**config.mk**
```make
export PLATFORM = sky130hd
export DESIGN_NAME = pafs_top
export DESIGN_NICKNAME = d
export VERILOG_FILES = /design/src/core/pafs_pkg.sv /design/src/core/pafs_fn_dec.sv /design/src/core/pafs_top.sv
export VERILOG_INCLUDE_DIRS = /design/src /design/src/core
export SDC_FILE = /design/constraint.sdc
export NUM_CORES = 1
export LEC_CHECK = 0
export BUFFER_PORTS_ARGS = -buffer_cell sky130_fd_sc_hd__buf_2
export CORE_AREA = 2 2 115 117
export DETAILED_ROUTE_END_ITERATION = 10
export DIE_AREA = 0 0 117 119
export PLACE_DENSITY = 0.69
export SKIP_LAST_GASP = 1
export SLEW_MARGIN = 20
export SYNTH_ARGS = -nofsm -noshare
export SYNTH_HDL_FRONTEND = slang
export SYNTH_HIERARCHICAL = 1
export SYNTH_SLANG_ARGS = --single-unit
```
**constraint.sdc**
```tcl
create_clock -name SYS_CLK -period 2.9 [get_ports SYS_CLK]
set_input_delay 0.29 -clock SYS_CLK [delete_from_list [all_inputs] [get_ports SYS_CLK]]
set_output_delay 0.29 -clock SYS_CLK [all_outputs]
set_load 0.02 [all_outputs]
```
**src/core/pafs_defines.svh**
```systemverilog
// register map, reset values, field ranges and function codes of the port a function select
`ifndef PAFS_DEFINES_SVH
`define PAFS_DEFINES_SVH

`define PAFS_OFF_HIGH   4'h0
`define PAFS_OFF_LOW    4'h4
`define PAFS_RST_HIGH   16'h3302
`define PAFS_RST_LOW    16'hff95
`define PAFS_RSV_HIGH   16'h0002
`define PAFS_RSV_LOW    16'haa00

`define PAFS_HI_PIN15   15:14
`define PAFS_HI_PIN14   13:12
`define PAFS_HI_PIN13   11:10
`define PAFS_HI_PIN12   9:8
`define PAFS_HI_PIN11   7:6
`define PAFS_HI_PIN10   5:4
`define PAFS_HI_PIN9    3:2
`define PAFS_HI_PIN8    0
`define PAFS_LO_PIN7    14
`define PAFS_LO_PIN6    12
`define PAFS_LO_PIN5    10
`define PAFS_LO_PIN4    8
`define PAFS_LO_PIN3    7:6
`define PAFS_LO_PIN2    5:4
`define PAFS_LO_PIN1    3:2
`define PAFS_LO_PIN0    1:0

`define PAFS_FN_PORT    2'h0
`define PAFS_FN_ALT1    2'h1
`define PAFS_FN_ALT2    2'h2
`define PAFS_FN_ALT3    2'h3

`endif

```
**src/core/pafs_pkg.sv**
```systemverilog
// types shared by the port a function select logic
package pafs_pkg;

  typedef enum logic {
    PAFS_IDLE = 1'b0,
    PAFS_ACK  = 1'b1
  } pafs_state_t;

  typedef struct packed {
    pafs_state_t st;
    logic        wreq;
    logic [15:0] hi;
    logic [15:0] lo;
    logic [31:0] rdata;
    logic [15:0] pin_out;
    logic [15:0] pin_oe;
    logic [15:0] port_in;
    logic [3:0]  irq;
    logic [1:0]  xreq;
    logic [1:0]  tclk;
    logic [3:0]  tcc;
    logic [1:0]  par;
    logic        trg;
    logic        bus_req_in;
    logic        wt;
  } pafs_regs_t;

endpackage

```
**src/core/pafs_fn_dec.sv**
```systemverilog
// per-pin function code decoder for the two select registers
`timescale 1ns/100ps
`include "pafs_defines.svh"

module pafs_fn_dec (
  input  wire logic [15:0] hi,
  input  wire logic [15:0] lo,
  output logic      [31:0] fn
);

  // keep a two-bit code unless it is one of the reserved ones
  function automatic logic [1:0] keep(input logic [1:0] code, input logic [1:0] rsv);
    keep = (code == rsv) ? `PAFS_FN_PORT : code;
  endfunction

  // one bit fields map to port or first alternate
  function automatic logic [1:0] one(input logic b);
    one = b ? `PAFS_FN_ALT1 : `PAFS_FN_PORT;
  endfunction

  // fn[2i+1:2i] is the normalised function of pin i
  always_comb begin
    fn[31:30] = keep(hi[`PAFS_HI_PIN15], `PAFS_FN_ALT2);
    fn[29:28] = keep(hi[`PAFS_HI_PIN14], `PAFS_FN_ALT2);
    fn[27:26] = hi[`PAFS_HI_PIN13];
    fn[25:24] = hi[`PAFS_HI_PIN12];
    fn[23:22] = keep(hi[`PAFS_HI_PIN11], `PAFS_FN_ALT3);
    fn[21:20] = keep(hi[`PAFS_HI_PIN10], `PAFS_FN_ALT3);
    fn[19:18] = hi[`PAFS_HI_PIN9];
    fn[17:16] = one(hi[`PAFS_HI_PIN8]);
    fn[15:14] = one(lo[`PAFS_LO_PIN7]);
    fn[13:12] = one(lo[`PAFS_LO_PIN6]);
    fn[11:10] = one(lo[`PAFS_LO_PIN5]);
    fn[9:8]   = one(lo[`PAFS_LO_PIN4]);
    fn[7:6]   = keep(lo[`PAFS_LO_PIN3], `PAFS_FN_ALT3);
    fn[5:4]   = keep(lo[`PAFS_LO_PIN2], `PAFS_FN_ALT3);
    fn[3:2]   = keep(lo[`PAFS_LO_PIN1], `PAFS_FN_ALT3);
    fn[1:0]   = keep(lo[`PAFS_LO_PIN0], `PAFS_FN_ALT3);
  end

endmodule

```
**src/core/pafs_top.sv**
```systemverilog
// port a function select: avalon registers and registered pin multiplexer
//
// Local design decisions: the register addresses and the Avalon-MM slave port.
`timescale 1ns/100ps
`include "pafs_defines.svh"

module pafs_top (
  input  wire logic        SYS_CLK,
  input  wire logic        RST_B,
  input  wire logic [3:0]  AVM_ADDRESS,
  input  wire logic        AVM_READ,
  input  wire logic        AVM_WRITE,
  input  wire logic [31:0] AVM_WRITEDATA,
  input  wire logic [3:0]  AVM_BYTEENABLE,
  output logic      [31:0] AVM_READDATA,
  output logic             AVM_WAITREQUEST,
  input  wire logic [15:0] PIN_IN,
  output logic      [15:0] PIN_OUT,
  output logic      [15:0] PIN_OE,
  input  wire logic [15:0] PORT_DOUT,
  input  wire logic [15:0] PORT_DIR,
  output logic      [15:0] PORT_PIN_IN,
  input  wire logic [1:0]  XFER_ACK_OUT,
  input  wire logic        ADDR_HOLD_OUT,
  input  wire logic        IRQ_REQUEST_OUT,
  input  wire logic        BUS_ACK_OUT,
  input  wire logic        READ_STROBE_OUT,
  input  wire logic        UPPER_WRITE_STROBE,
  input  wire logic        LOWER_WRITE_STROBE,
  input  wire logic [7:4]  CHIP_SEL_OUT,
  input  wire logic        ROW_STROBE_OUT,
  input  wire logic [1:0]  PARITY_O,
  input  wire logic [1:0]  PARITY_OE,
  input  wire logic [3:0]  TIMER_CC_O,
  input  wire logic [3:0]  TIMER_CC_OE,
  output logic      [3:0]  EXT_IRQ_IN,
  output logic      [1:0]  XFER_REQ_IN,
  output logic      [1:0]  TIMER_CLK_IN,
  output logic      [3:0]  TIMER_CC_IN,
  output logic      [1:0]  PARITY_IN,
  output logic             CONV_TRIGGER_IN,
  output logic             BUS_REQ_IN,
  output logic             WAIT_IN
);

  pafs_pkg::pafs_regs_t r;
  pafs_pkg::pafs_regs_t n;
  logic [31:0]          fn;
  logic                 req;

  // merge written byte lanes and force reserved bits to one
  function automatic logic [15:0] merge(input logic [15:0] old, input logic [15:0] wd,
                                        input logic [1:0] be, input logic [15:0] rsv);
    logic [15:0] v;
    v = old;
    if (be[0]) begin
      v[7:0] = wd[7:0];
    end
    if (be[1]) begin
      v[15:8] = wd[15:8];
    end
    merge = v | rsv;
  endfunction

  // read multiplexer, upper half and unmapped words read zero
  function automatic logic [31:0] rd_mux(input logic [3:0] a, input logic [15:0] h,
                                         input logic [15:0] l);
    rd_mux = 32'h0000_0000;
    if (a == `PAFS_OFF_HIGH) begin
      rd_mux = {16'h0000, h | `PAFS_RSV_HIGH};
    end else if (a == `PAFS_OFF_LOW) begin
      rd_mux = {16'h0000, l | `PAFS_RSV_LOW};
    end
  endfunction

  // per-pin function codes
  pafs_fn_dec u_dec (
    .hi (r.hi),
    .lo (r.lo),
    .fn (fn)
  );

  assign req = AVM_READ | AVM_WRITE;

  // next state: bus slave and pin multiplexer
  always_comb begin
    n = r;
    // bus handshake: wait one cycle, then answer
    case (r.st)
      pafs_pkg::PAFS_IDLE: begin
        if (req) begin
          n.st    = pafs_pkg::PAFS_ACK;
          n.wreq  = 1'b0;
          n.rdata = rd_mux(AVM_ADDRESS, r.hi, r.lo);
        end
      end
      pafs_pkg::PAFS_ACK: begin
        n.st   = pafs_pkg::PAFS_IDLE;
        n.wreq = 1'b1;
        if (AVM_WRITE && AVM_ADDRESS == `PAFS_OFF_HIGH) begin
          n.hi = merge(r.hi, AVM_WRITEDATA[15:0], AVM_BYTEENABLE[1:0],
                       `PAFS_RSV_HIGH);
        end
        if (AVM_WRITE && AVM_ADDRESS == `PAFS_OFF_LOW) begin
          n.lo = merge(r.lo, AVM_WRITEDATA[15:0], AVM_BYTEENABLE[1:0],
                       `PAFS_RSV_LOW);
        end
      end
      default: begin
        n.st   = pafs_pkg::PAFS_IDLE;
        n.wreq = 1'b1;
      end
    endcase

    // pins default to the port: port data, port direction
    n.pin_out = PORT_DOUT;
    n.pin_oe  = PORT_DIR;
    n.port_in = PIN_IN;
    n.irq     = 4'h0;
    n.xreq    = 2'h0;
    n.tclk    = 2'h0;
    n.tcc     = 4'h0;
    n.par     = 2'h0;
    n.trg     = 1'b0;
    n.bus_req_in    = 1'b0;
    n.wt      = 1'b0;

    // pin 15
    case (fn[31:30])
      `PAFS_FN_ALT1: begin n.irq[3] = PIN_IN[15]; n.pin_oe[15] = 1'b0; end
      `PAFS_FN_ALT3: begin n.xreq[1] = PIN_IN[15]; n.pin_oe[15] = 1'b0; end
      default: ;
    endcase
    // pin 14
    case (fn[29:28])
      `PAFS_FN_ALT1: begin n.irq[2] = PIN_IN[14]; n.pin_oe[14] = 1'b0; end
      `PAFS_FN_ALT3: begin n.pin_out[14] = XFER_ACK_OUT[1]; n.pin_oe[14] = 1'b1; end
      default: ;
    endcase
    // pin 13
    case (fn[27:26])
      `PAFS_FN_ALT1: begin n.irq[1] = PIN_IN[13]; n.pin_oe[13] = 1'b0; end
      `PAFS_FN_ALT2: begin n.tclk[1] = PIN_IN[13]; n.pin_oe[13] = 1'b0; end
      `PAFS_FN_ALT3: begin n.xreq[0] = PIN_IN[13]; n.pin_oe[13] = 1'b0; end
      default: ;
    endcase
    // pin 12
    case (fn[25:24])
      `PAFS_FN_ALT1: begin n.irq[0] = PIN_IN[12]; n.pin_oe[12] = 1'b0; end
      `PAFS_FN_ALT2: begin n.tclk[0] = PIN_IN[12]; n.pin_oe[12] = 1'b0; end
      `PAFS_FN_ALT3: begin n.pin_out[12] = XFER_ACK_OUT[0]; n.pin_oe[12] = 1'b1; end
      default: ;
    endcase
    // pin 11, two-way alternates
    case (fn[23:22])
      `PAFS_FN_ALT1: begin
        n.par[1]      = PIN_IN[11];
        n.pin_out[11] = PARITY_O[1];
        n.pin_oe[11]  = PARITY_OE[1];
      end
      `PAFS_FN_ALT2: begin
        n.tcc[3]      = PIN_IN[11];
        n.pin_out[11] = TIMER_CC_O[3];
        n.pin_oe[11]  = TIMER_CC_OE[3];
      end
      default: ;
    endcase
    // pin 10, two-way alternates
    case (fn[21:20])
      `PAFS_FN_ALT1: begin
        n.par[0]      = PIN_IN[10];
        n.pin_out[10] = PARITY_O[0];
        n.pin_oe[10]  = PARITY_OE[0];
      end
      `PAFS_FN_ALT2: begin
        n.tcc[2]      = PIN_IN[10];
        n.pin_out[10] = TIMER_CC_O[2];
        n.pin_oe[10]  = TIMER_CC_OE[2];
      end
      default: ;
    endcase
    // pin 9
    case (fn[19:18])
      `PAFS_FN_ALT1: begin n.pin_out[9] = ADDR_HOLD_OUT; n.pin_oe[9] = 1'b1; end
      `PAFS_FN_ALT2: begin n.trg = PIN_IN[9]; n.pin_oe[9] = 1'b0; end
      `PAFS_FN_ALT3: begin n.pin_out[9] = IRQ_REQUEST_OUT; n.pin_oe[9] = 1'b1; end
      default: ;
    endcase
    // pins 8..4, single-bit selects
    if (fn[17:16] == `PAFS_FN_ALT1) begin
      n.bus_req_in      = PIN_IN[8];
      n.pin_oe[8] = 1'b0;
    end
    if (fn[15:14] == `PAFS_FN_ALT1) begin
      n.pin_out[7] = BUS_ACK_OUT;
      n.pin_oe[7]  = 1'b1;
    end
    if (fn[13:12] == `PAFS_FN_ALT1) begin
      n.pin_out[6] = READ_STROBE_OUT;
      n.pin_oe[6]  = 1'b1;
    end
    if (fn[11:10] == `PAFS_FN_ALT1) begin
      n.pin_out[5] = UPPER_WRITE_STROBE;
      n.pin_oe[5]  = 1'b1;
    end
    if (fn[9:8] == `PAFS_FN_ALT1) begin
      n.pin_out[4] = LOWER_WRITE_STROBE;
      n.pin_oe[4]  = 1'b1;
    end
    // pin 3
    case (fn[7:6])
      `PAFS_FN_ALT1: begin n.pin_out[3] = CHIP_SEL_OUT[7]; n.pin_oe[3] = 1'b1; end
      `PAFS_FN_ALT2: begin n.wt = PIN_IN[3]; n.pin_oe[3] = 1'b0; end
      default: ;
    endcase
    // pin 2
    case (fn[5:4])
      `PAFS_FN_ALT1: begin n.pin_out[2] = CHIP_SEL_OUT[6]; n.pin_oe[2] = 1'b1; end
      `PAFS_FN_ALT2: begin
        n.tcc[1]     = PIN_IN[2];
        n.pin_out[2] = TIMER_CC_O[1];
        n.pin_oe[2]  = TIMER_CC_OE[1];
      end
      default: ;
    endcase
    // pin 1
    case (fn[3:2])
      `PAFS_FN_ALT1: begin n.pin_out[1] = CHIP_SEL_OUT[5]; n.pin_oe[1] = 1'b1; end
      `PAFS_FN_ALT2: begin n.pin_out[1] = ROW_STROBE_OUT; n.pin_oe[1] = 1'b1; end
      default: ;
    endcase
    // pin 0
    case (fn[1:0])
      `PAFS_FN_ALT1: begin n.pin_out[0] = CHIP_SEL_OUT[4]; n.pin_oe[0] = 1'b1; end
      `PAFS_FN_ALT2: begin
        n.tcc[0]     = PIN_IN[0];
        n.pin_out[0] = TIMER_CC_O[0];
        n.pin_oe[0]  = TIMER_CC_OE[0];
      end
      default: ;
    endcase
  end

  // state register; only the power-on reset reloads the selects
  always_ff @(posedge SYS_CLK or negedge RST_B) begin
    if (!RST_B) begin
      r         <= '0;
      r.st      <= pafs_pkg::PAFS_IDLE;
      r.wreq    <= 1'b1;
      r.hi      <= `PAFS_RST_HIGH;
      r.lo      <= `PAFS_RST_LOW;
    end else begin
      r <= n;
    end
  end

  // outputs straight from the state register
  assign AVM_READDATA    = r.rdata;
  assign AVM_WAITREQUEST = r.wreq;
  assign PIN_OUT         = r.pin_out;
  assign PIN_OE          = r.pin_oe;
  assign PORT_PIN_IN     = r.port_in;
  assign EXT_IRQ_IN      = r.irq;
  assign XFER_REQ_IN     = r.xreq;
  assign TIMER_CLK_IN    = r.tclk;
  assign TIMER_CC_IN     = r.tcc;
  assign PARITY_IN       = r.par;
  assign CONV_TRIGGER_IN = r.trg;
  assign BUS_REQ_IN      = r.bus_req_in;
  assign WAIT_IN         = r.wt;

  // checks
  a_reset_load:
    assert property (@(posedge SYS_CLK) disable iff (!RST_B)
      $rose(RST_B) |-> (r.hi == `PAFS_RST_HIGH && r.lo == `PAFS_RST_LOW))
    else $error("select registers not at reset values");

  a_sel_hold:
    assert property (@(posedge SYS_CLK) disable iff (!RST_B)
      !(AVM_WRITE && !AVM_WAITREQUEST) |=> $stable(r.hi) && $stable(r.lo))
    else $error("select register changed without a write");

  a_write_hi_takes:
    assert property (@(posedge SYS_CLK) disable iff (!RST_B)
      (AVM_WRITE && !AVM_WAITREQUEST && AVM_ADDRESS == `PAFS_OFF_HIGH
       && AVM_BYTEENABLE[1:0] == 2'h3)
      |=> r.hi == ($past(AVM_WRITEDATA[15:0]) | `PAFS_RSV_HIGH))
    else $error("high select write lost");

  a_hi_rsv_one:
    assert property (@(posedge SYS_CLK) disable iff (!RST_B)
      (!AVM_WAITREQUEST && AVM_READ && AVM_ADDRESS == `PAFS_OFF_HIGH)
      |-> AVM_READDATA[1])
    else $error("high reserved bit read as zero");

  a_lo_rsv_one:
    assert property (@(posedge SYS_CLK) disable iff (!RST_B)
      (!AVM_WAITREQUEST && AVM_READ && AVM_ADDRESS == `PAFS_OFF_LOW)
      |-> (AVM_READDATA[15:0] & `PAFS_RSV_LOW) == `PAFS_RSV_LOW)
    else $error("low reserved bits read as zero");

  a_bus_answer:
    assert property (@(posedge SYS_CLK) disable iff (!RST_B)
      (req && AVM_WAITREQUEST && r.st == pafs_pkg::PAFS_IDLE) |=> !AVM_WAITREQUEST ##1
      AVM_WAITREQUEST)
    else $error("bus answer not in one cycle");

  a_pin15_xreq:
    assert property (@(posedge SYS_CLK) disable iff (!RST_B)
      r.hi[`PAFS_HI_PIN15] == `PAFS_FN_ALT3 |=> XFER_REQ_IN[1] == $past(PIN_IN[15])
      && !PIN_OE[15])
    else $error("pin 15 transfer request not routed");

  a_pin15_rsv:
    assert property (@(posedge SYS_CLK) disable iff (!RST_B)
      r.hi[`PAFS_HI_PIN15] == `PAFS_FN_ALT2 |=> PIN_OE[15] == $past(PORT_DIR[15])
      && EXT_IRQ_IN[3] == 1'b0 && XFER_REQ_IN[1] == 1'b0)
    else $error("reserved code on pin 15 not port");

  a_pin14_ack:
    assert property (@(posedge SYS_CLK) disable iff (!RST_B)
      r.hi[`PAFS_HI_PIN14] == `PAFS_FN_ALT3 |=> PIN_OE[14]
      && PIN_OUT[14] == $past(XFER_ACK_OUT[1]))
    else $error("pin 14 acknowledge not driven");

  a_pin9_irq_request_out:
    assert property (@(posedge SYS_CLK) disable iff (!RST_B)
      r.hi[`PAFS_HI_PIN9] == `PAFS_FN_ALT3 |=> PIN_OE[9]
      && PIN_OUT[9] == $past(IRQ_REQUEST_OUT))
    else $error("pin 9 interrupt request not driven");

  a_pin7_port:
    assert property (@(posedge SYS_CLK) disable iff (!RST_B)
      !r.lo[`PAFS_LO_PIN7] |=> PIN_OE[7] == $past(PORT_DIR[7])
      && PIN_OUT[7] == $past(PORT_DOUT[7]))
    else $error("pin 7 not in port function");

endmodule

```
; Word-level counts from Yosys, hierarchy flattened
; Cells that the tools add are included.
[totals]
ff_bits = 126
in_bits = 117
output_inout_bits = 98
wordCells = 136
[op_classes]
eq_ne = 40
n_mux = 63
n_bitwise = 2
n_reduce_logical = 13
[ops]
columns = operator, n
row1 = $eq 2x2->1 const B, 22
row2 = $mux 1, 37
row3 = $eq 2x1->1 const B, 16
row4 = $mux 16, 2
row5 = $pmux 1 s2, 14
row6 = $mux 2, 9
row7 = $reduce_and 3->1, 4
row8 = $reduce_or 2->1, 4
row9 = $eq 4x3->1 const B, 1
row10 = $logic_not 4->1, 1
row11 = $pmux 2 s2, 1
row12 = $reduce_or 3->1, 1
row13 = $logic_and 1x1->1, 2
row14 = $ne 2x2->1 const B, 1
row15 = $reduce_and 2->1, 1
row16 = $not 1->1, 1
row17 = $or 1x1->1, 1

; Logic depth before layout (Yosys ltp)
; Gate-level depths: netlist of run 1.
[depth]
depth_word = 5
ltp_mapped = 5
ltp_nobuf = 5

; Modules after synthesis
; The synthesis of run 1 kept the hierarchy.
[modules_own_cells]
columns = mod, instances, cells_per_inst, area_per_inst_um2, seq_area_each_um2
row1 = pafs_top, 1, 407, 4878.4, 2768.9
row2 = pafs_fn_dec, 1, 33, 249.0, 0.0

; Worst setup path after synthesis of run 1
; OpenSTA, ideal clock, no wires.
[synth_path]
path_kind = input port to flip-flop
start = in AVM_ADDRESS[1]
end = reg, netlist name r[123]
setup_ns = 0.125
t_arrival_ns = 1.486
required_time_ns = 2.775
path_slack_ns = 1.289
stages = 4
n_path_buf = 1
path_cell_list = or3_1 > buf_4 > nor3_4 > mux2_2
[synth_between]
elab_chain_cells = 3
[synth_rtl]
columns = item, line_no
row1 = from (decl), pafs_top.sv:10  ; input wire logic [3:0] AVM_ADDRESS,
row2 = $logic_not 4->1 (no source line), n/a
row3 = $logic_and 1x1->1 (no source line), n/a
row4 = $reduce_and 3->1 (no source line), n/a
; No other way between the ends.
; A chain may end at the register's enable or synchronous reset.

; Worst setup path after layout of run 1
[layout_path]
start = reg r[130] in the netlist's numbering
end = reg r (netlist bit AVM_READDATA[0])
[layout_between]
elab_chain_cells = 2
[layout_rtl]
columns = item, line_no
row1 = from (decl), pafs_top.sv:46  ; pafs_pkg::pafs_regs_t r;
row2 = from (signal assigned), pafs_top.sv:253  ; r <= n;
row3 = $not 1->1, n/a
row4 = $reduce_and 2->1 (no source line), n/a
; No other way between the ends.

==> impl_metrics.ini, run 1 <==
[floorplan]
pin_count = 215
die_area_um2 = 13900
start_util = 0.398
coreArea_um2 = 12900
die_w_um = 117
row_count = 42
die_h_um = 119

[clocking]
numCtsBuffers = 9
cts-root-buf = clkbuf_16
cts.sinks = 110
clk_pin_slew_ns = 0.07
clock_latency_ns = 0.34
cts_setup_buffers = 0
cts_tree = yes
cts.path.max_buffers = 2
cts_htree_levels = 3

[critical_path]
regToRegStartpoint = r[130]
arrival_ns = 1.87
end_kind = flip-flop
r2r-end = AVM_READDATA[0]
ff2ff_path_depth = 5
worst-setup-path-type = flip-flop to flip-flop
crit_end = AVM_READDATA[0]
critPathMaxFanout = 22
critPathLaunch = r[130]
r2r_slack_ns = 1.23
cp_data_required_time_ns = 3.10
startpoint_type = flip-flop

[sta]
setup_viol = 0
fin_tns_setup_ns = 0
fin_ws_ns = 1.23
final.setup_skew_ns = 0.00705
finalCriticalPeriod_ns = 1.67
fmax_mhz = 599
drv_slew = 0
tightestPinTransition_ns = 0.662
slew_headroom = 0.559
rsz0062_at_grt = no
hold_viol = 0
post-route-period-util = 0.576

[final_layout]
nNetsFinal = 664
layout-drive-gt1-share = 0.493
area_growth_pct = 13.8
fill_cells = 1214
antenna_cells = 0
stdcell_count = 716

[global_route]
grt_usage = 0.142
antenna_found_initial = 0
grt_pass1_wl_um = 15200
grt_max_degree = 61
grt_pass1_vias = 3182
grt.overflow.total = 0

[pwr]
vdd_drop_max_v = 0.000238
power.total_uw = 3740
p_leak_uw = 0.00304
powerDensity_nw_per_um2 = 642

[placement]
place_inst = 699
place_ws_ns = 0.851
place.gp.congestion = 0.705
dpl.hpwl_um = 6990
numPortBuffers = 180

[drt]
routed_wl_um = 9450
dr.pass1.iters = 4
route.detailed.drc = 0
drtIter0Drc = 95
routedWlPerCell_um = 13.2
vias_per_cell = 4.33
ant_nets = 0
num_vias = 3100

[synth]
yosysWarnings = 6
syn_inst = 439
avgSynthCellArea_um2 = 11.7
syn_area_um2 = 5120

[flow_run]
maxCapViolCount = 0

[min_path]
hp-class = input port to flip-flop

[outcome]
status = complete, no violations
-- where the power goes --
| part | leakage (uW) | total (uW) | switching (uW) | internal (uW) |
|---|---|---|---|---|
| sequential | 0.00137 | 1780 | 82.4 | 1700 |
| clock | 0.000156 | 1320 | 540 | 783 |
| combinational | 0.00151 | 638 | 368 | 270 |
| total | 0.00304 | 3740 | 991 | 2750 |
-- registers in the layout, summed over array words and instances (netlist names) --
signal,cells
TIMER_CLK_IN,2
BUS_REQ_IN,1
EXT_IRQ_IN,4
WAIT_IN,1
PIN_OE,16
r,28
PORT_PIN_IN,16
AVM_WAITREQUEST,1
PARITY_IN,2
XFER_REQ_IN,2
AVM_READDATA,16
TIMER_CC_IN,4
CONV_TRIGGER_IN,1
PIN_OUT,16
-- metal layers --
metal | vias up | track usage | share of wire
met4 | 0 | 0.0507 | 0.014
met3 | 9 | 0.0351 | 0.063
met2 | 112 | 0.232 | 0.48
met1 | 1492 | 0.182 | 0.44
met5 | - | 0 | 0
li1 | 1487 | - | -
-- worst max-delay path: stages, from the launching register on --
cell and delay, ns:
dfrtp_1 0.39, o21bai_2 0.13, buf_4 0.29, inv_1 0.12
nand2_1 0.41, o21ai_0 0.18
-- timing repair --
item / 4_1_cts / 5_1_grt
gates resized for setup: 0 / 0
hold buffers: 1 / 0
endpoints found under the hold margin: 17 / 0
-- worst min path at each step --
| stage | slack [ns] | cells after the start | from | to |
|---|---|---|---|---|
| 3_3_place_gp | 0.34 | 1 | RST_B | PIN_OE[15] |
| 4_1_cts | 0.04 | 1 | PIN_IN[1] | PORT_PIN_IN[1] |
| 2_1_floorplan | -0.006 | 0 | RST_B | AVM_READDATA[0] |
| 3_5_place_dp | 0.37 | 1 | RST_B | PIN_OE[15] |
| 6_report | 0.05 | 1 | PIN_IN[1] | PORT_PIN_IN[1] |
| 5_1_grt | 0.04 | 1 | PIN_IN[1] | PORT_PIN_IN[1] |
-- cell type report --
type,instances,area [um^2],area share
clock buffers,11,243,0.0416
well taps,176,220,0.0378
clock inverters,5,81.3,0.0140
inverters,17,63.8,0.0109
multi-input cells,213,1500,0.258
flip-flops and latches,110,2770,0.475
repair buffers,184,948,0.163
-- per-stage QoR --
stage / instance area [um^2] / util / hold slack, ns
after floorplan: 5190 / - / -0.00559
after global placement: 5500 / 0.427 / 0.343
after detailed placement: 5500 / 0.427 / 0.367
after CTS: 5830 / 0.453 / 0.0374
after global routing: 5830 / 0.453 / 0.0369
final: 5830 / 0.453 / 0.0546
-- placed cells by master, fill, tap and decap left out, types with 2 or more instances in the layout --
master	instances
a21oi_1	3
a22oi_1	7
and2_1	9
and2b_2	12
and3_1	3
buf_2	179
buf_4	3
bufinv_16	2
clkbuf_16	9
conb_1	21
dfrtp_1	97
dfstp_2	13
ha_1	12
inv_1	17
mux2_2	34
mux2i_1	12
nand2_1	35
nand3_1	2
nor2_1	9
nor2b_1	5
nor3_4	3
nor3b_1	2
o21ai_0	31
or2_2	4
(Power assumes the default switching activity.)
==> inputs of run 2 (changes only) <==
--- a/config.mk
+++ b/config.mk
@@ -10,7 +10,7 @@
 export CORE_AREA = 2 2 115 117
 export DETAILED_ROUTE_END_ITERATION = 10
 export DIE_AREA = 0 0 117 119
-export PLACE_DENSITY = 0.69
+export PLACE_DENSITY = 0.72
 export SKIP_LAST_GASP = 1
 export SLEW_MARGIN = 20
 export SYNTH_ARGS = -nofsm -noshare
==> constraint.sdc (replaced) <==
create_clock -name SYS_CLK -period 1.5 [get_ports SYS_CLK]
set_input_delay 0.15 -clock SYS_CLK [delete_from_list [all_inputs] [get_ports SYS_CLK]]
set_output_delay 0.15 -clock SYS_CLK [all_outputs]
set_load 0.02 [all_outputs]
==> impl_metrics.ini, run 2 (same netlist as run 1, synthesis figures left out) <==
[outcome]
status = complete, no violations

[global_route]
grt_pass1_wl_um = 15900
grt.overflow.total = 0
grt_max_degree = 43
grt_pass1_vias = 3337
antenna_found_initial = 0
grt_usage = 0.150

[final_layout]
largest_reg_flops = 28
fill_cells = 1182
final_common_cell = buf_2
mostFrequentLayoutCells = buf_2 (179), dfrtp_1 (97), nand2_1 (35)
final_util = 0.481
final_area_um2 = 6190
area_growth_pct = 20.8
antenna_cells = 0
top_register = r
layout-drive-gt1-share = 0.483
nNetsFinal = 706

[critical_path]
regToRegStartpoint = r[130]
startpoint_type = flip-flop
crit_buf_inv = 1
critPathMaxFanout = 4
cp_data_required_time_ns = 1.73
worst-setup-path-type = flip-flop to flip-flop
end_kind = flip-flop
r2r_slack_ns = 0.05
arrival_ns = 1.67
critical_path.max_stage_delay_ns = 0.39
crit_chain = nand3_1 > nor3_4 > buf_4 > mux2_2
critPathTopFamily = simple AND/OR/NAND/NOR gates
r2r-end = r[119]
ff2ff_path_depth = 4
crit_slowest_cell = dfrtp_1

[clocking]
clock_latency_ns = 0.35
numCtsBuffers = 9
cts_htree_levels = 3
cts.path.max_buffers = 2
cts.sinks = 110
cts_tree = yes
cts-root-buf = clkbuf_16
ctsResizeCount = 0
clk_pin_slew_ns = 0.07

[floorplan]
pin_count = 215
coreArea_um2 = 12900
die_w_um = 117
die_area_um2 = 13900
start_util = 0.398
die_h_um = 119
row_count = 42

[sta]
fmax_mhz = 691
post-route-period-util = 0.965
final.setup_skew_ns = 0.00803
rsz0062_at_grt = no
hold_viol = 0
finalCriticalPeriod_ns = 1.45
holdWs_ns = 0.0146
setup_viol = 0
drv_slew = 0

[pwr]
vdd_drop_max_v = 0.000592
power.total_uw = 7070
p_leak_uw = 0.00322
powerDensity_nw_per_um2 = 1140

[min_path]
min_from = PORT_DIR[9]
hold_depth = 2
holdPathEnd = PIN_OE[9]
hp-class = input port to flip-flop

[drt]
ant_nets = 0
dr.pass1.iters = 4
routedWlPerCell_um = 13.4
num_vias = 3302
route.detailed.drc = 0
routed_wl_um = 10200
drtIter0Drc = 155
vias_per_cell = 4.36

[placement]
place.gp.congestion = 0.783
place_area_um2 = 5610
numPortBuffers = 180
dpl.hpwl_um = 7790

[flow_run]
maxCapViolCount = 0
## run 2: report_power, final
group          switching [uW]  total [uW]  internal [uW]
Clock                    1030        2290           1260
Sequential                170        3460           3290
Combinational             735        1320            587
Total                    1940        7070           5140
## run 2: worst max-delay path by stage
stage                     depth (start not counted)  slack, ns        end           start
final                                             4       0.05     r[119]          r[130]
after global routing                              4      0.001  PIN_OE[3]          r[104]
after CTS                                         4       0.05  PIN_OE[3]          r[104]
after detailed placement                          6      -0.16     r[119]  AVM_ADDRESS[1]
after global placement                            6      -0.14     r[120]  AVM_ADDRESS[1]
after floorplan                                   4       0.03     r[123]  AVM_ADDRESS[1]
## run 2: routing by layer
layer | vias up | share of wire | global-route usage
met4 | 0 | 0.017 | 0.0551
met2 | 109 | 0.51 | 0.259
li1 | 1570 | - | -
met5 | - | 0 | 0
met3 | 12 | 0.056 | 0.0351
met1 | 1611 | 0.42 | 0.181
## run 2: cell type report
type	instances	area (um^2)	share of cell area
Clock buffer	13	270	0.0437
Clock inverter	3	17.5	0.00283
Inverter	17	63.8	0.0103
Multi-Input combinational cell	213	1500	0.243
Sequential cell	110	2770	0.447
Tap cell	176	220	0.0356
Timing Repair Buffer	226	1340	0.217
## run 2: worst reg2reg max path, stage by stage (launching register included)
cell and delay [ns]:
dfrtp_1 0.39, nand3_1 0.22, nor3_4 0.21, buf_4 0.17, mux2_2 0.34
## run 2: stage by stage
| stage | cells | setup WS [ns] | TNS [ns] |
|---|---|---|---|
| 6_report | 758 | 0.0524 | 0 |
| 3_3_place_gp | 713 | -0.145 | -2.99 |
| 4_1_cts | 757 | 0.0518 | 0 |
| 3_5_place_dp | 713 | -0.161 | -3.26 |
| 5_1_grt | 758 | 0.00140 | 0 |
| 2_1_floorplan | 458 | 0.0292 | 0 |
## run 2: timing repair
| action | 4_1_cts | 5_1_grt |
|---|---|---|
| setup buffers | 0 | 1 |
| hold endpoints to repair | 45 | 0 |
| hold buffers | 28 | 0 |
| endpoints found under the setup margin | 0 | 1 |
==> inputs of run 3 (changes only) <==
--- a/config.mk
+++ b/config.mk
@@ -7,10 +7,10 @@
 export NUM_CORES = 1
 export LEC_CHECK = 0
 export BUFFER_PORTS_ARGS = -buffer_cell sky130_fd_sc_hd__buf_2
-export CORE_AREA = 2 2 115 117
+export CORE_AREA = 2 2 129 106
 export DETAILED_ROUTE_END_ITERATION = 10
-export DIE_AREA = 0 0 117 119
-export PLACE_DENSITY = 0.72
+export DIE_AREA = 0 0 131 108
+export PLACE_DENSITY = 0.71
 export SKIP_LAST_GASP = 1
 export SLEW_MARGIN = 20
 export SYNTH_ARGS = -nofsm -noshare
==> impl_metrics.ini, run 3 (same netlist as run 1, synthesis figures left out) <==
[outcome]
status = complete, no violations

[sta]
finalCriticalPeriod_ns = 1.43
fmax_mhz = 699
drv_slew = 0
rsz0062_at_grt = no
fin_ws_ns = 0.0688
post-route-period-util = 0.954
holdWs_ns = 0.0198
fin_tns_setup_ns = 0
setup_viol = 0
final.setup_skew_ns = 0.00684
hold_viol = 0

[global_route]
grt_pass1_vias = 3356
grt_max_degree = 46
grt_usage = 0.156
grt.overflow.total = 0
antenna_found_initial = 0
grt_pass1_wl_um = 16500

[final_layout]
layout-drive-gt1-share = 0.479
largest_reg_flops = 28
fill_cells = 1161
top_register = r
final_util = 0.490
mostFrequentLayoutCells = buf_2 (179), dfrtp_1 (97), dlygate4sd3_1 (35)
final_area_um2 = 6240
antenna_cells = 0
final_common_cell = buf_2
nNetsFinal = 709
area_growth_pct = 21.7

[placement]
place.gp.congestion = 0.705
numPortBuffers = 180
place_area_um2 = 5590
dpl.hpwl_um = 7970
place_ws_ns = -0.145

[clocking]
cts.path.max_buffers = 2
cts.sinks = 110
numCtsBuffers = 9
clk_pin_slew_ns = 0.08
clock_latency_ns = 0.35
cts_htree_levels = 3
cts_tree = yes
cts-root-buf = clkbuf_16

[drt]
routedWlPerCell_um = 14.2
dr_wl_met3_um = 802
met2WireLength_um = 5380
ant_nets = 0
drtIter0Drc = 141
routed_wl_um = 10800
m1WireLength_um = 4450
dr.pass1.iters = 4
route.detailed.drc = 0
vias_per_cell = 4.31
highest_layer = met4
num_vias = 3277

[floorplan]
start_util = 0.402
coreArea_um2 = 12700
die_w_um = 131
die_area_um2 = 14100
pin_count = 215
row_count = 37
die_h_um = 108

[critical_path]
cp_data_required_time_ns = 1.74
critPathTopFamily = flip-flops
crit_chain = and2b_2 > inv_1 > ha_1 > mux2_2
crit_slowest_cell = dfstp_2
arrival_ns = 1.67
ff2ff_path_depth = 4
critPathMaxFanout = 4
end_kind = flip-flop
cp.depth = 4
crit_buf_inv = 1
critical_path.max_stage_delay_ns = 0.55
worst-setup-path-type = flip-flop to flip-flop
startpoint_type = flip-flop

[pwr]
vdd_drop_max_v = 0.000787
p_leak_uw = 0.00323
powerDensity_nw_per_um2 = 1140

[flow_run]
maxCapViolCount = 0

[min_path]
hold_depth = 2
hp-class = input port to flip-flop
run 3: per-stage QoR:
| stage | instances | power [uW] |
|---|---|---|
| 4_1_cts | 760 | 7210 |
| 6_report | 760 | 7100 |
| 3_5_place_dp | 709 | 4780 |
| 3_3_place_gp | 709 | 4730 |
| 5_1_grt | 760 | 7500 |
| 2_1_floorplan | 458 | 4580 |
run 3: area by class of cell:
class	count	area, um^2	area share
Clock buffer	9	225	0.0361
Clock inverter	7	63.8	0.0102
Inverter	17	63.8	0.0102
Multi-Input combinational cell	213	1510	0.242
Sequential cell	110	2770	0.444
Tap cell	175	219	0.0351
Timing Repair Buffer	229	1380	0.222
run 3: report_power, final:
| part | total [uW] | internal, uW | switching, uW |
|---|---|---|---|
| sequential | 3450 | 3290 | 166 |
| combinational | 1330 | 592 | 742 |
| clock | 2310 | 1170 | 1150 |
run 3: path summary, 6_finish.rpt:
| path | startpoint | end | slack [ns] |
|---|---|---|---|
| setup / recovery | r[104] | PIN_OE[3] | 0.07 |
| hold / removal | PORT_DOUT[4] | PIN_OUT[4] | 0.02 |
| setup reg to reg | r[104] | PIN_OE[3] | 0.07 |
| hold reg to reg | AVM_READDATA[0] | AVM_READDATA[0] | 0.48 |
| max in group asynchronous | RST_B | r[125] | 0.60 |
| min in group asynchronous | RST_B | PORT_PIN_IN[6] | 0.27 |
run 3: per-layer routing:
metal  track usage  up-vias
met1         0.182     1575
li1              -     1576
met2         0.270      116
met4        0.0410        0
met5             0        -
met3        0.0574       10
run 3: what timing repair did:
action / 4_1_cts / 5_1_grt
setup buffers: 0 / 0
resized for setup: 1 / 1
hold endpoints to repair: 62 / 0
hold buffers: 35 / 0
pin swaps: 0 / 0
setup endpoints to repair: 1 / 5
run 3: worst reg2reg max path: cells and delay by family, from the launching register on:
kind / cells / cell delay (ns)
fa+ha+maj: 1 / 0.22
buf+inv: 1 / 0.05
flops: 1 / 0.55
mux: 1 / 0.27
simple gates: 1 / 0.22
